==> config.mk <==
export PLATFORM = sky130hd
export DESIGN_NAME = dcio_mux
export DESIGN_NICKNAME = d
export VERILOG_FILES = /design/src/shared/dcio_pkg.sv /design/src/design/dcio_rst_seq.sv /design/src/design/dcio_mux.sv
export SDC_FILE = /design/constraint.sdc
export NUM_CORES = 1
export LEC_CHECK = 0
export ABC_AREA = 1
export BUFFER_PORTS_ARGS = -buffer_cell sky130_fd_sc_hd__buf_2
export CAP_MARGIN = 5
export CORE_MARGIN = 1
export CORE_UTILIZATION = 30
export DETAILED_ROUTE_END_ITERATION = 6
export GPL_TIMING_DRIVEN = 1
export PLACE_DENSITY = 0.62
export SYNTH_ARGS = -nofsm -noshare
export SYNTH_HDL_FRONTEND = slang
export SYNTH_SLANG_ARGS = --single-unit
==> constraint.sdc <==
create_clock -name ref_clk -period 4.03 [get_ports ref_clk]
set_input_delay 0.2015 -clock ref_clk [delete_from_list [all_inputs] [get_ports ref_clk]]
set_output_delay 0.2015 -clock ref_clk [all_outputs]
set_load 0.005 [all_outputs]
==> src/shared/dcio_pkg.sv <==
/*
  Shared constants for the dual-channel I/O mode multiplexer: mode
  encodings, pin positions per mode, reset-output sequencing states and
  timing. Assumes a single 40 MHz reference clock.
*/
package dcio_pkg;

  // ****************************************************************
  // Channels and pin groups
  // ****************************************************************
  localparam int NUM_CH = 2;
  localparam int CH_A = 0;
  localparam int CH_B = 1;
  localparam int DATA_W = 8;
  localparam int CTL_W = 4;
  localparam int MCU_AD_W = 16;
  localparam int SE_GPIO_W = 8;
  localparam int MCU_GPIO_W = 2;

  // ****************************************************************
  // Channel modes (Gray order along the configuration list)
  // ****************************************************************
  typedef enum logic [2:0] {
    DCIO_UART          = 3'h0,
    DCIO_FIFO          = 3'h1,
    DCIO_CPU_FIFO      = 3'h3,
    DCIO_BITBANG       = 3'h2,
    DCIO_SYNC_BITBANG  = 3'h6,
    DCIO_SERIAL_ENGINE = 3'h7,
    DCIO_MCU_BUS       = 3'h5,
    DCIO_ISO_SERIAL    = 3'h4
  } dcio_mode_t;

  // ****************************************************************
  // Reset output sequencer states
  // ****************************************************************
  typedef enum logic [1:0] {
    DCIO_RS_WAIT  = 2'h0,
    DCIO_RS_HOLD  = 2'h1,
    DCIO_RS_DRIVE = 2'h3
  } dcio_rst_state_t;

  // ****************************************************************
  // Timing
  // ****************************************************************
  localparam int CLK_KHZ = 40000;
  localparam int RST_HOLD_US = 2000;
  localparam int RST_HOLD_CYC = (RST_HOLD_US * CLK_KHZ + 999) / 1000;

  // ****************************************************************
  // Data pin positions
  // ****************************************************************
  localparam int U_TXD = 0;
  localparam int U_RXD = 1;
  localparam int U_RTS = 2;
  localparam int U_CTS = 3;
  localparam int U_DTR = 4;
  localparam int U_DSR = 5;
  localparam int U_DCD = 6;
  localparam int U_RI = 7;
  localparam int SE_CLK = 0;
  localparam int SE_DOUT = 1;
  localparam int SE_DIN = 2;
  localparam int SE_SEL = 3;
  localparam int SE_GPL_LSB = 4;
  localparam int SE_GP_NIB = 4;
  localparam int ISO_DIN = 0;
  localparam int ISO_CLK = 1;
  localparam int ISO_DOUT = 2;
  localparam int ISO_CTS = 3;

  // ****************************************************************
  // Control pin positions
  // ****************************************************************
  localparam int C_UART_TRANSMIT_DRIVE_ENABLE = 0;
  localparam int C_UART_SLEEP = 1;
  localparam int C_UART_RXIND = 2;
  localparam int C_UART_TXIND = 3;
  localparam int C_FIFO_RXF = 0;
  localparam int C_FIFO_TXE = 1;
  localparam int C_CPU_CS = 0;
  localparam int C_CPU_A0 = 1;
  localparam int C_RD = 2;
  localparam int C_WR = 3;
  localparam int C_BB_WR_LO = 0;
  localparam int C_BB_RD_LO = 1;
  localparam int C_BB_WR_HI = 2;
  localparam int C_BB_RD_HI = 3;
  localparam int C_MCU_IO_READY = 2;
  localparam int C_MCU_OSC = 3;
  localparam int C_MCU_CS = 0;
  localparam int C_MCU_ALE = 1;

endpackage

==> src/design/dcio_rst_seq.sv <==
/*
  Reset-output sequencer and power-enable output. Assumes supply_ok is
  already synchronous to ref_clk and means supply above threshold with
  the internal clock running.
*/
`timescale 1ns/10ps
module dcio_rst_seq #(
  parameter int HOLD_CYC = dcio_pkg::RST_HOLD_CYC
) (
  input wire logic ref_clk, // Clock
  input wire logic rst_n, // Async reset, low active
  input wire logic clk_en, // Freezes state when low
  input wire logic supply_ok, // Supply good and clock running
  input wire logic reset_input_n, // External chip reset, low active
  input wire logic usb_configured, // USB configuration complete
  input wire logic usb_suspend, // USB in suspend
  output logic reset_output, // Reset output level
  output logic reset_output_oe, // Reset output driven
  output logic power_enable_n // Power enable, low active
);
  import dcio_pkg::*;

  localparam int CW = $clog2(HOLD_CYC + 1);
  localparam logic [CW-1:0] HOLD_LAST = CW'(HOLD_CYC - 1);

  dcio_rst_state_t state_q, state_d;
  logic [CW-1:0] cnt_q, cnt_d;
  logic pwr_n_q, pwr_n_d;

  // ****************************************************************
  // Sequencing
  // ****************************************************************
  // No USB bus-reset input exists here, so a bus reset cannot disturb it
  always_comb begin
    state_d = state_q;
    cnt_d = cnt_q;
    case (state_q)
      DCIO_RS_WAIT: begin
        cnt_d = '0;
        if (supply_ok && reset_input_n) begin
          state_d = DCIO_RS_HOLD;
        end
      end
      DCIO_RS_HOLD: begin
        cnt_d = cnt_q + CW'(1);
        if (cnt_q == HOLD_LAST) begin
          state_d = DCIO_RS_DRIVE;
        end
      end
      DCIO_RS_DRIVE: ;
      default: state_d = DCIO_RS_WAIT;
    endcase
    if (!reset_input_n || !supply_ok) begin
      state_d = DCIO_RS_WAIT;
      cnt_d = '0;
    end
  end

  // Suspend wins over configured so power drops during suspend
  assign pwr_n_d = usb_suspend ? 1'b1 : (usb_configured ? 1'b0 : pwr_n_q);

  always_ff @(posedge ref_clk or negedge rst_n) begin
    if (!rst_n) begin
      state_q <= DCIO_RS_WAIT;
      cnt_q <= '0;
      pwr_n_q <= 1'b1;
    end else if (clk_en) begin
      state_q <= state_d;
      cnt_q <= cnt_d;
      pwr_n_q <= pwr_n_d;
    end
  end

  assign reset_output = 1'b1;
  assign reset_output_oe = (state_q == DCIO_RS_DRIVE);
  assign power_enable_n = pwr_n_q;

endmodule

==> src/design/dcio_mux.sv <==
/*
  Dual-channel I/O function multiplexer: maps the eight data pins and four
  control pins of channels A and B onto the function signals of each chip
  mode, and hosts the reset-output and power-enable sequencer. Assumes all
  pin inputs are synchronous to ref_clk and that the surrounding pad logic
  resolves each pin from its output and output enable.
*/
`timescale 1ns/10ps

module dcio_mux #(
  parameter int RST_HOLD = dcio_pkg::RST_HOLD_CYC
) (
  input wire logic ref_clk, // Clock
  input wire logic rst_n, // Async reset, low active
  input wire logic clk_en, // Freezes state when low
  input wire dcio_pkg::dcio_mode_t [1:0] chan_mode, // Mode per channel
  input wire logic [1:0] bb_base_uart, // Bit-bang main mode is UART
  input wire logic [1:0][7:0] data_pin_in, // Data pin levels
  output logic [1:0][7:0] data_pin_out, // Data pin drive values
  output logic [1:0][7:0] data_pin_oe, // Data pin drive enables
  input wire logic [1:0][3:0] ctl_pin_in, // Control pin levels
  output logic [1:0][3:0] ctl_pin_out, // Control pin drive values
  output logic [1:0][3:0] ctl_pin_oe, // Control pin drive enables
  input wire logic [1:0] send_now_wakeup_pin_n, // Send-now pins
  output logic [1:0] send_now_wakeup_n, // Send-now to core
  input wire logic [1:0] uart_txd, // Transmit data
  input wire logic [1:0] uart_rts_n, // Request to send
  input wire logic [1:0] uart_dtr_n, // Terminal ready
  input wire logic [1:0] uart_tx_drive_en, // Transmit drive enable
  input wire logic [1:0] uart_sleep_n, // Sleep
  input wire logic [1:0] uart_rx_ind_n, // Receive indicator
  input wire logic [1:0] uart_tx_ind_n, // Transmit indicator
  output logic [1:0] uart_rxd, // Receive data
  output logic [1:0] uart_cts_n, // Clear to send
  output logic [1:0] uart_dsr_n, // Set ready
  output logic [1:0] uart_dcd_n, // Carrier detect
  output logic [1:0] uart_ri_n, // Ring indicator
  input wire logic [1:0][7:0] fifo_wdata, // FIFO data to pins
  input wire logic [1:0] fifo_drive, // FIFO drives the bus
  input wire logic [1:0] rx_full_flag_n, // Data ready to read
  input wire logic [1:0] tx_space_flag_n, // Room to write
  output logic [1:0][7:0] par_rdata, // Parallel data from pins
  output logic [1:0] fifo_rd_n, // Read strobe from pins
  output logic [1:0] fifo_wr_n, // Write strobe from pins
  output logic [1:0] cpu_cs_n, // CPU FIFO chip select
  output logic [1:0] address_bit_zero, // CPU FIFO address bit
  input wire logic [1:0][7:0] bb_wdata, // Bit-bang output data
  input wire logic [1:0][7:0] bb_dir, // Bit-bang bit is output
  input wire logic [1:0] bb_rd_strobe_n, // Bit-bang read strobe
  input wire logic [1:0] bb_wr_strobe_n, // Bit-bang write strobe
  input wire logic serial_clock_out, // Serial engine clock
  input wire logic serial_data_out, // Serial engine data out
  input wire logic se_select_n, // Serial engine select
  output logic serial_data_in, // Serial engine data in
  input wire logic [7:0] se_gpio_out, // Gp bits, low nibble low_gp_io_bit
  input wire logic [7:0] se_gpio_oe, // Gp bit drive enables
  output logic [7:0] se_gpio_in, // Gp bit levels
  input wire logic [15:0] mux_addr_data_out, // MCU address/data out
  input wire logic mux_addr_data_oe, // MCU bus driven
  output logic [15:0] mux_addr_data_in, // MCU address/data in
  input wire logic mcu_cs_n, // MCU chip select
  input wire logic mcu_ale, // MCU address latch enable
  input wire logic mcu_rd_n, // MCU read strobe
  input wire logic mcu_wr_n, // MCU write strobe
  input wire logic [1:0] mcu_gpio_out, // MCU gp bits out
  input wire logic [1:0] mcu_gpio_oe, // MCU gp bit enables
  output logic [1:0] mcu_gpio_in, // MCU gp bits in
  output logic io_ready, // MCU ready from pin
  input wire logic oscillator_out, // MCU oscillator
  input wire logic iso_serial_clock, // Isolated serial clock
  input wire logic iso_data_out, // Isolated data out
  output logic iso_data_in, // Isolated data in
  output logic iso_clear_to_send, // Peripheral ready for next bit
  output logic iso_share, // Both channels on isolated link
  input wire logic supply_ok, // Supply good, clock running
  input wire logic reset_input_n, // External reset, low active
  input wire logic usb_configured, // USB configured
  input wire logic usb_suspend, // USB suspend
  output logic reset_output, // Reset output level
  output logic reset_output_oe, // Reset output driven
  output logic power_enable_n // Power enable, low active
);
  import dcio_pkg::*;

  // ****************************************************************
  // Helpers
  // ****************************************************************
  function automatic logic send_now_off(input dcio_mode_t m);
    send_now_off = (m == DCIO_CPU_FIFO) || (m == DCIO_SERIAL_ENGINE) ||
                   (m == DCIO_MCU_BUS) || (m == DCIO_ISO_SERIAL);
  endfunction

  logic [1:0][7:0] din_q;
  logic [1:0][3:0] cin_q;
  logic [1:0] sn_q;
  dcio_mode_t mode_a_w, mode_b_w;

  assign mode_a_w = chan_mode[CH_A];
  // MCU bus spans both channels, so channel A's choice owns B as well
  assign mode_b_w = (mode_a_w == DCIO_MCU_BUS) ? DCIO_MCU_BUS : chan_mode[CH_B];
  assign iso_share = (mode_a_w == DCIO_ISO_SERIAL) && (mode_b_w == DCIO_ISO_SERIAL);

  // ****************************************************************
  // Per-channel output selection
  // ****************************************************************
  for (genvar ch = 0; ch < NUM_CH; ch++) begin : g_ch
    dcio_mode_t mode_w;
    logic [7:0] dout_c, doe_c, dout_q, doe_q;
    logic [3:0] cout_c, coe_c, cout_q, coe_q;
    logic sn_d;

    assign mode_w = (ch == CH_A) ? mode_a_w : mode_b_w;

    always_comb begin
      dout_c = '0;
      doe_c = '0;
      cout_c = '0;
      coe_c = '0;
      case (mode_w)
        DCIO_UART: begin
          dout_c[U_TXD] = uart_txd[ch];
          dout_c[U_RTS] = uart_rts_n[ch];
          dout_c[U_DTR] = uart_dtr_n[ch];
          doe_c[U_TXD] = 1'b1;
          doe_c[U_RTS] = 1'b1;
          doe_c[U_DTR] = 1'b1;
          cout_c[C_UART_TRANSMIT_DRIVE_ENABLE] = uart_tx_drive_en[ch];
          cout_c[C_UART_SLEEP] = uart_sleep_n[ch];
          cout_c[C_UART_RXIND] = uart_rx_ind_n[ch];
          cout_c[C_UART_TXIND] = uart_tx_ind_n[ch];
          coe_c = '1;
        end
        DCIO_FIFO: begin
          dout_c = fifo_wdata[ch];
          doe_c = {DATA_W{fifo_drive[ch]}};
          cout_c[C_FIFO_RXF] = rx_full_flag_n[ch];
          cout_c[C_FIFO_TXE] = tx_space_flag_n[ch];
          coe_c[C_FIFO_RXF] = 1'b1;
          coe_c[C_FIFO_TXE] = 1'b1;
        end
        DCIO_CPU_FIFO: begin
          // All four control pins are inputs from the CPU
          dout_c = fifo_wdata[ch];
          doe_c = {DATA_W{fifo_drive[ch]}};
        end
        DCIO_BITBANG, DCIO_SYNC_BITBANG: begin
          dout_c = bb_wdata[ch];
          doe_c = bb_dir[ch];
          if (bb_base_uart[ch]) begin
            cout_c[C_BB_WR_HI] = bb_wr_strobe_n[ch];
            cout_c[C_BB_RD_HI] = bb_rd_strobe_n[ch];
            coe_c[C_BB_WR_HI] = 1'b1;
            coe_c[C_BB_RD_HI] = 1'b1;
          end else begin
            cout_c[C_BB_WR_LO] = bb_wr_strobe_n[ch];
            cout_c[C_BB_RD_LO] = bb_rd_strobe_n[ch];
            coe_c[C_BB_WR_LO] = 1'b1;
            coe_c[C_BB_RD_LO] = 1'b1;
          end
        end
        DCIO_SERIAL_ENGINE: begin
          // Channel B leaves every pin floating in this mode
          if (ch == CH_A) begin
            dout_c[SE_CLK] = serial_clock_out;
            dout_c[SE_DOUT] = serial_data_out;
            dout_c[SE_SEL] = se_select_n;
            doe_c[SE_CLK] = 1'b1;
            doe_c[SE_DOUT] = 1'b1;
            doe_c[SE_SEL] = 1'b1;
            dout_c[SE_GPL_LSB +: SE_GP_NIB] = se_gpio_out[SE_GP_NIB-1:0];
            doe_c[SE_GPL_LSB +: SE_GP_NIB] = se_gpio_oe[SE_GP_NIB-1:0];
            cout_c = se_gpio_out[SE_GPIO_W-1:SE_GP_NIB];
            coe_c = se_gpio_oe[SE_GPIO_W-1:SE_GP_NIB];
          end
        end
        DCIO_MCU_BUS: begin
          if (ch == CH_A) begin
            dout_c = mux_addr_data_out[DATA_W-1:0];
            doe_c = {DATA_W{mux_addr_data_oe}};
            cout_c[MCU_GPIO_W-1:0] = mcu_gpio_out;
            coe_c[MCU_GPIO_W-1:0] = mcu_gpio_oe;
            cout_c[C_MCU_OSC] = oscillator_out;
            coe_c[C_MCU_OSC] = 1'b1;
          end else begin
            dout_c = mux_addr_data_out[MCU_AD_W-1:DATA_W];
            doe_c = {DATA_W{mux_addr_data_oe}};
            cout_c[C_MCU_CS] = mcu_cs_n;
            cout_c[C_MCU_ALE] = mcu_ale;
            cout_c[C_RD] = mcu_rd_n;
            cout_c[C_WR] = mcu_wr_n;
            coe_c = '1;
          end
        end
        DCIO_ISO_SERIAL: begin
          // The link lives on channel B pins only
          if (ch == CH_B) begin
            dout_c[ISO_CLK] = iso_serial_clock;
            dout_c[ISO_DOUT] = iso_data_out;
            doe_c[ISO_CLK] = 1'b1;
            doe_c[ISO_DOUT] = 1'b1;
          end
        end
        default: ;
      endcase
    end

    assign sn_d = send_now_wakeup_pin_n[ch] | send_now_off(mode_w);

    // One register stage for all twelve pins, so a mode change lands at once
    always_ff @(posedge ref_clk or negedge rst_n) begin
      if (!rst_n) begin
        dout_q <= '0;
        doe_q <= '0;
        cout_q <= '0;
        coe_q <= '0;
      end else if (clk_en) begin
        dout_q <= dout_c;
        doe_q <= doe_c;
        cout_q <= cout_c;
        coe_q <= coe_c;
      end
    end

    always_ff @(posedge ref_clk or negedge rst_n) begin
      if (!rst_n) begin
        din_q[ch] <= '0;
        cin_q[ch] <= '0;
        sn_q[ch] <= 1'b1;
      end else if (clk_en) begin
        din_q[ch] <= data_pin_in[ch];
        cin_q[ch] <= ctl_pin_in[ch];
        sn_q[ch] <= sn_d;
      end
    end

    assign data_pin_out[ch] = dout_q;
    assign data_pin_oe[ch] = doe_q;
    assign ctl_pin_out[ch] = cout_q;
    assign ctl_pin_oe[ch] = coe_q;
  end

  // ****************************************************************
  // Pin inputs toward the core (registered)
  // ****************************************************************
  assign send_now_wakeup_n = sn_q;
  assign par_rdata = din_q;
  for (genvar ch = 0; ch < NUM_CH; ch++) begin : g_in
    assign uart_rxd[ch] = din_q[ch][U_RXD];
    assign uart_cts_n[ch] = din_q[ch][U_CTS];
    assign uart_dsr_n[ch] = din_q[ch][U_DSR];
    assign uart_dcd_n[ch] = din_q[ch][U_DCD];
    assign uart_ri_n[ch] = din_q[ch][U_RI];
    assign cpu_cs_n[ch] = cin_q[ch][C_CPU_CS];
    assign address_bit_zero[ch] = cin_q[ch][C_CPU_A0];
    assign fifo_rd_n[ch] = cin_q[ch][C_RD];
    assign fifo_wr_n[ch] = cin_q[ch][C_WR];
  end
  assign serial_data_in = din_q[CH_A][SE_DIN];
  assign se_gpio_in = {cin_q[CH_A], din_q[CH_A][SE_GPL_LSB +: SE_GP_NIB]};
  assign mux_addr_data_in = {din_q[CH_B], din_q[CH_A]};
  assign mcu_gpio_in = cin_q[CH_A][MCU_GPIO_W-1:0];
  assign io_ready = cin_q[CH_A][C_MCU_IO_READY];
  // Clear-to-send is passed on untouched; the core waits on it for pacing
  assign iso_data_in = din_q[CH_B][ISO_DIN];
  assign iso_clear_to_send = din_q[CH_B][ISO_CTS];

  // ****************************************************************
  // Reset output and power enable
  // ****************************************************************
  dcio_rst_seq #(
    .HOLD_CYC(RST_HOLD)
  ) u_rst_seq (
    .ref_clk(ref_clk),
    .rst_n(rst_n),
    .clk_en(clk_en),
    .supply_ok(supply_ok),
    .reset_input_n(reset_input_n),
    .usb_configured(usb_configured),
    .usb_suspend(usb_suspend),
    .reset_output(reset_output),
    .reset_output_oe(reset_output_oe),
    .power_enable_n(power_enable_n)
  );

endmodule

== Word level (Yosys, flattened, before mapping) ==
Index checks and enable logic that the tools add are counted.
W data, S select, Z words.

* Word-level logic and storage cells: 117
* Register bits after elaboration: 94

* Bitwise gates (word level): 2
* Equality and inequality tests: 20
* Mux-type cells: 49
* Reductions and logical operators: 28
* $add $sub $neg: 1

{| class="wikitable"
|+ Operators by type and width
! cell !! count
|-
| $pmux W1 S4 || 14
|-
| $pmux W17 S2 || 1
|-
| $pmux W2 S4 || 4
|-
| $eq A3 B3 Y1 const B || 8
|-
| $pmux W3 S4 || 2
|-
| $mux W2 || 11
|-
| $pmux W1 S5 || 4
|-
| $pmux W3 S3 || 2
|-
| $add A17 B1 Y17 const B || 1
|-
| $eq A17 B17 Y1 const B || 1
|-
| $mux W17 || 1
|-
| $reduce_or A2 Y1 || 8
|-
| $eq A3 B2 Y1 const B || 4
|-
| $pmux W2 S3 || 2
|-
| $pmux W2 S5 || 1
|-
| $pmux W2 S2 || 2
|-
| $logic_or A1 B1 Y1 || 7
|-
| $eq A3 B1 Y1 const B || 2
|-
| $logic_not A3 Y1 || 2
|-
| $ne A3 B1 Y1 const B || 2
|-
| $pmux W1 S3 || 2
|-
| $reduce_and A2 Y1 || 2
|-
| $reduce_and A4 Y1 || 1
|-
| $mux W3 || 1
|-
| 11 further kinds || 15
|}

== Logic depth before layout (Yosys ltp) ==
* Depth in word-level cells: 7
* Gate-level depth with buffers: 10
* Gate-level depth less buffers: 10

== Modules after synthesis ==
A second synthesis with hierarchy kept.

* Cells, all modules: 757
* Area, all modules: 5,368.9 µm²

{| class="wikitable"
|+ Modules (own cells, without submodules)
! module !! area an instance (µm²) !! times used !! cells each
|-
| dcio_mux || 4,144.0 || 1 || 582
|-
| dcio_rst_seq || 1,224.9 || 1 || 175
|}

== Worst setup path after synthesis ==
OpenSTA, ideal clock, no wires.

* Path type: register to register
* Start point: register u_rst_seq.cnt_q[1]
* End point: register u_rst_seq.cnt_q[12]
* Path buffers: 0
* Setup slack: 2,727 ps
* Stages on the path, launching flop included: 9
* Data required time: 3,913 ps
* Period minus slack after synthesis: 1,303 ps
* Arrival time: 1,187 ps
* Cell sequence: dfrtp_1 -> ha_1 -> nand3_1 -> nor2_2 -> nand3_1 -> nor2_1 -> nand2_1 -> nand2_1 -> nor2_1

* Word-level cells in the longest chain between the ends: 3

{| class="wikitable"
|+ RTL lines
! element !! RTL line !! RTL
|-
| from (decl) || dcio_rst_seq.sv:27 || <nowiki>logic [CW-1:0] cnt_q, cnt_d;</nowiki>
|-
| from (signal assigned) || dcio_rst_seq.sv:69 || <nowiki>cnt_q <= cnt_d;</nowiki>
|-
| $add A17 B1 Y17 || dcio_rst_seq.sv:45 || <nowiki>cnt_d = cnt_q + CW'(1);</nowiki>
|-
| $pmux W17 S2 || dcio_rst_seq.sv:37 || <nowiki>case (state_q)</nowiki>
|-
| $mux W17 || dcio_rst_seq.sv:53 || <nowiki>if (!reset_input_n || !supply_ok) begin</nowiki>
|}

Every way passes these cells.
A chain may end at the register's enable or synchronous reset.

== Final worst setup path ==
* Start point: register u_rst_seq.state_q[1]
* End point: register u_rst_seq.cnt_q[7]

* Word-level cells in the longest chain between the ends: 3
* Elaborated cells on any way between the ends: 6

{| class="wikitable"
|+ RTL lines
! element !! RTL line !! RTL
|-
| from (decl) || dcio_rst_seq.sv:26 || <nowiki>dcio_rst_state_t state_q, state_d;</nowiki>
|-
| from (signal assigned) || dcio_rst_seq.sv:68 || <nowiki>state_q <= state_d;</nowiki>
|-
| $eq A2 B1 Y1 or $logic_not A2 Y1 (tied branches) || dcio_rst_seq.sv:37 ||
|-
| $pmux W17 S2 or $reduce_bool A3 Y1 (tied branches) || - ||
|-
| $mux W17 or $reduce_and A2 Y1 (tied branches) || - ||
|}

Parallel ways exist; a longest one is shown, timed or not.

==> results.yml <==
worst_setup_path:
  worstReg2RegEnd: "u_rst_seq.cnt_q[7]"
  worst-setup-path-type: "flop to flop"
  required_ns: 4.27
  rrSetupSlack_ns: 2.34
  r2r_cells: 8
  start_kind: "flop"
  reg2reg_from: "u_rst_seq.state_q[1]"
  cp_max_fo: 11
  cp.arrival_ns: 1.94
  end_kind: "flop"
floorplanning:
  die_y_um: 136
  core_area_um2: 17400
  io_pins: 278
  die_w_um: 136
  die-area_um2: 18400
  rows: 48
  initial_utilization: 0.309
logic_synthesis:
  synthArstFlopShare: 1.00
  syn_nets: 903
  avgSynthCellArea_um2: 7.22
  yosys.area.top_type: "dfrtp_1"
  synth_top_area_frac: 0.416
  synth_area_um2: 5360
  synth_cells: 742
  synth_ff_type: "dfrtp_1"
  synth_edf_count: 0
  synth_warnings: 0
  synth_area_leaders: "dfrtp_1 42%, nand2_1 23%, buf_4 6.9%, nand3_1 3.7%, nor2_1 3.2%"
  ys_ff_latch: 92
  synthDistinctLibCells: 38
  seq_area_frac_synth: 0.431
clocking:
  cts_buffers: 9
  ctsRootBufferMaster: "clkbuf_16"
  clk_path_buf_depth: 2
  cts_tree: "built"
  cts.sinks: 92
  clk_latency_ns: 0.35
  htreeDepth: 3
  cts.reportedPaths.clkPinSlew_ns: 0.07
  cts_resized: 0
  post_cts_buffers: 0
sta:
  finalSetupViolations: 0
  slew-limit-headroom: 0.433
  worstMarginPinSlew_ns: 0.850
  slew_violations: 0
  grt_setup_unrepaired: "no"
  clock_skew_ns: 0.00296
  max_freq_ghz: 0.590
  final.setup.worst_slack_ns: 2.34
  layout_min_cycle_time_ns: 1.69
  setup-tns-final_ns: 0
  hold_viol_final: 0
  post-route-period-util: 0.421
detailed_routing:
  antenna_left: 0
  drt-total-wl_mm: 16.5
  drtPass1Iterations: 4
  vias: 5465
  drc: 0
  drt_iter0_drc: 288
  viasPerCell: 4.58
  wire_per_inst_um: 13.9
final_layout:
  antenna_cells: 0
  area_delta_synth_final_pct: 28.1
  drive_gt1_frac: 0.335
  stdcell_count: 1192
  fillers: 1800
  nets: 1123
power_and_ir_drop:
  finalPower_uw: 2450
  ir_drop_uv: 187
  power-per-cell-area_nw_per_um2: 357
  leakage_uw: 0.00387
global_route:
  antenna_found_initial: 0
  track_usage: 0.183
  grt_overflow_total: 0
  grt_pass1_wl_mm: 26.0
  grt_pass1_vias: 5188
  grt_max_degree: 66
status:
  outcome: "complete, no violations"
placement:
  hpwl_mm: 12.2
  dp_slack_ns: 2.04
  dp_cells: 1175
  gp_congestion: 0.815
  numPortBuffers: 276
min_path:
  min_to: "fifo_rd_n[1]"
  hp-class: "primary input to flop"
  hp-start: "ctl_pin_in[6]"
  holdPathStages: 3
run:
  maxCapViolations: 0
==> area by class of cell <==
type,count,area (um2),area share
multi-input combinational,530,2340,0.342
sequential,92,2310,0.336
timing repair buffer,281,1420,0.208
tap,225,282,0.0411
clock buffer,9,225,0.0328
inverter,48,183,0.0266
clock inverter,7,96.3,0.0140
==> per-stage QoR <==
stage	area, um2	util	hold WS [ns]
3_3_place_gp	6530	0.376	0.362
2_1_floorplan	5360	-	-0.0941
3_5_place_dp	6530	0.376	0.369
4_1_cts	6860	0.395	0.0264
6_report	6860	0.395	0.0420
5_1_grt	6860	0.395	0.0331
==> cell usage in the layout, fill, tap and decap left out, drive strengths merged <==
master,Yosys,final
a21oi,19,19
a22o,5,5
a22oi,3,3
a31oi,4,4
buf,64,280
bufinv,0,2
clkbuf,8,9
clkinv,2,4
conb,1,1
dfrtp,89,89
dfstp,3,3
dlygate4sd3,0,1
ha,1,1
inv,46,49
nand2,337,337
nand3,42,42
nand4,23,23
nor2,50,50
nor3,6,6
nor3b,1,1
o21ai,32,32
o21bai,2,2
o22ai,1,1
o31ai,1,1
xor2,2,2
==> worst max-delay path, cell delays in order (launching register included) <==
cell	delay (ns)
dfrtp_1	0.41
nand3_1	0.10
nand2_2	0.12
inv_1	0.33
nand2_1	0.21
inv_1	0.19
o21ai_0	0.09
o21ai_0	0.08
inv_1	0.05
==> kinds of logic (layout without fill, tap and decap cells) <==
kind of cell               after synthesis  count (layout)  synth area share
adders and majority gates                1               1           0.00234
and+or+nand+nor                        459             459             0.359
xor gates and xnor gates                 2               2           0.00327
buffers and inverters                  120             345             0.132
other                                    1               1          0.000700
DFF                                     92              92             0.431
AOI/OAI and AO/OA                       67              67            0.0722
==> cell usage after synthesis (3+ instances only) <==
library cell	count
clkbuf_1	8
nor3_1	5
nand2_1	334
buf_4	49
dfrtp_1	89
inv_2	9
o21ai_0	18
nand2_2	3
a31oi_1	4
buf_6	6
a22oi_1	3
dfstp_2	3
inv_1	37
nand4_1	20
a21oi_1	19
nand3_1	40
buf_2	7
o21ai_1	13
nor2_1	46
a22o_1	5
==> layer usage <==
| layer | track usage | vias up | wire (um) |
|---|---|---|---|
| met1 | 0.227 | 2499 | 7180 |
| met4 | 0.0643 | 0 | 277 |
| li1 | - | 2746 | - |
| met5 | 0 | - | 0 |
| met3 | 0.0430 | 15 | 1110 |
| met2 | 0.308 | 205 | 7980 |
==> power by group <==
part | internal (uW) | total (uW) | switching [uW] | leakage (uW)
clock | 548 | 938 | 390 | 0.000161
combinational | 201 | 454 | 253 | 0.00254
sequential | 1010 | 1050 | 49.5 | 0.00117
total | 1750 | 2450 | 693 | 0.00387
==> sequential cells by signal, summed over array words and instances (netlist names) <==
signal and cells:
g_ch.doe_q 16, u_rst_seq.cnt_q 17, g_ch.coe_q 6, iso_data_in 1, send_now_wakeup_n 2, mux_addr_data_in 14, address_bit_zero 2, u_rst_seq.state_q 2
fifo_rd_n 2, g_ch.cout_q 8, cpu_cs_n 2, iso_clear_to_send 1, fifo_wr_n 2, u_rst_seq.power_enable_n 1, g_ch.dout_q 16
==> worst max path at each step <==
stage / startpoint / endpoint / slack [ns] / cells past startpoint
final: u_rst_seq.state_q[1] / u_rst_seq.cnt_q[7] / 2.34 / 8
after global routing: u_rst_seq.state_q[1] / u_rst_seq.cnt_q[7] / 2.15 / 8
after CTS: u_rst_seq.state_q[1] / u_rst_seq.cnt_q[7] / 2.30 / 8
after detailed placement: clk_en / u_rst_seq.cnt_q[14] / 2.04 / 5
after global placement: clk_en / u_rst_seq.cnt_q[14] / 2.08 / 5
after floorplan: u_rst_seq.cnt_q[1] / u_rst_seq.cnt_q[12] / 2.73 / 8
==> repair_timing <==
action                                 4_1_cts  5_1_grt
endpoints found under the hold margin       42        0
setup endpoints to repair                    0        0
hold buffers                                 1        0
Power figures use the tool's default switching activity.
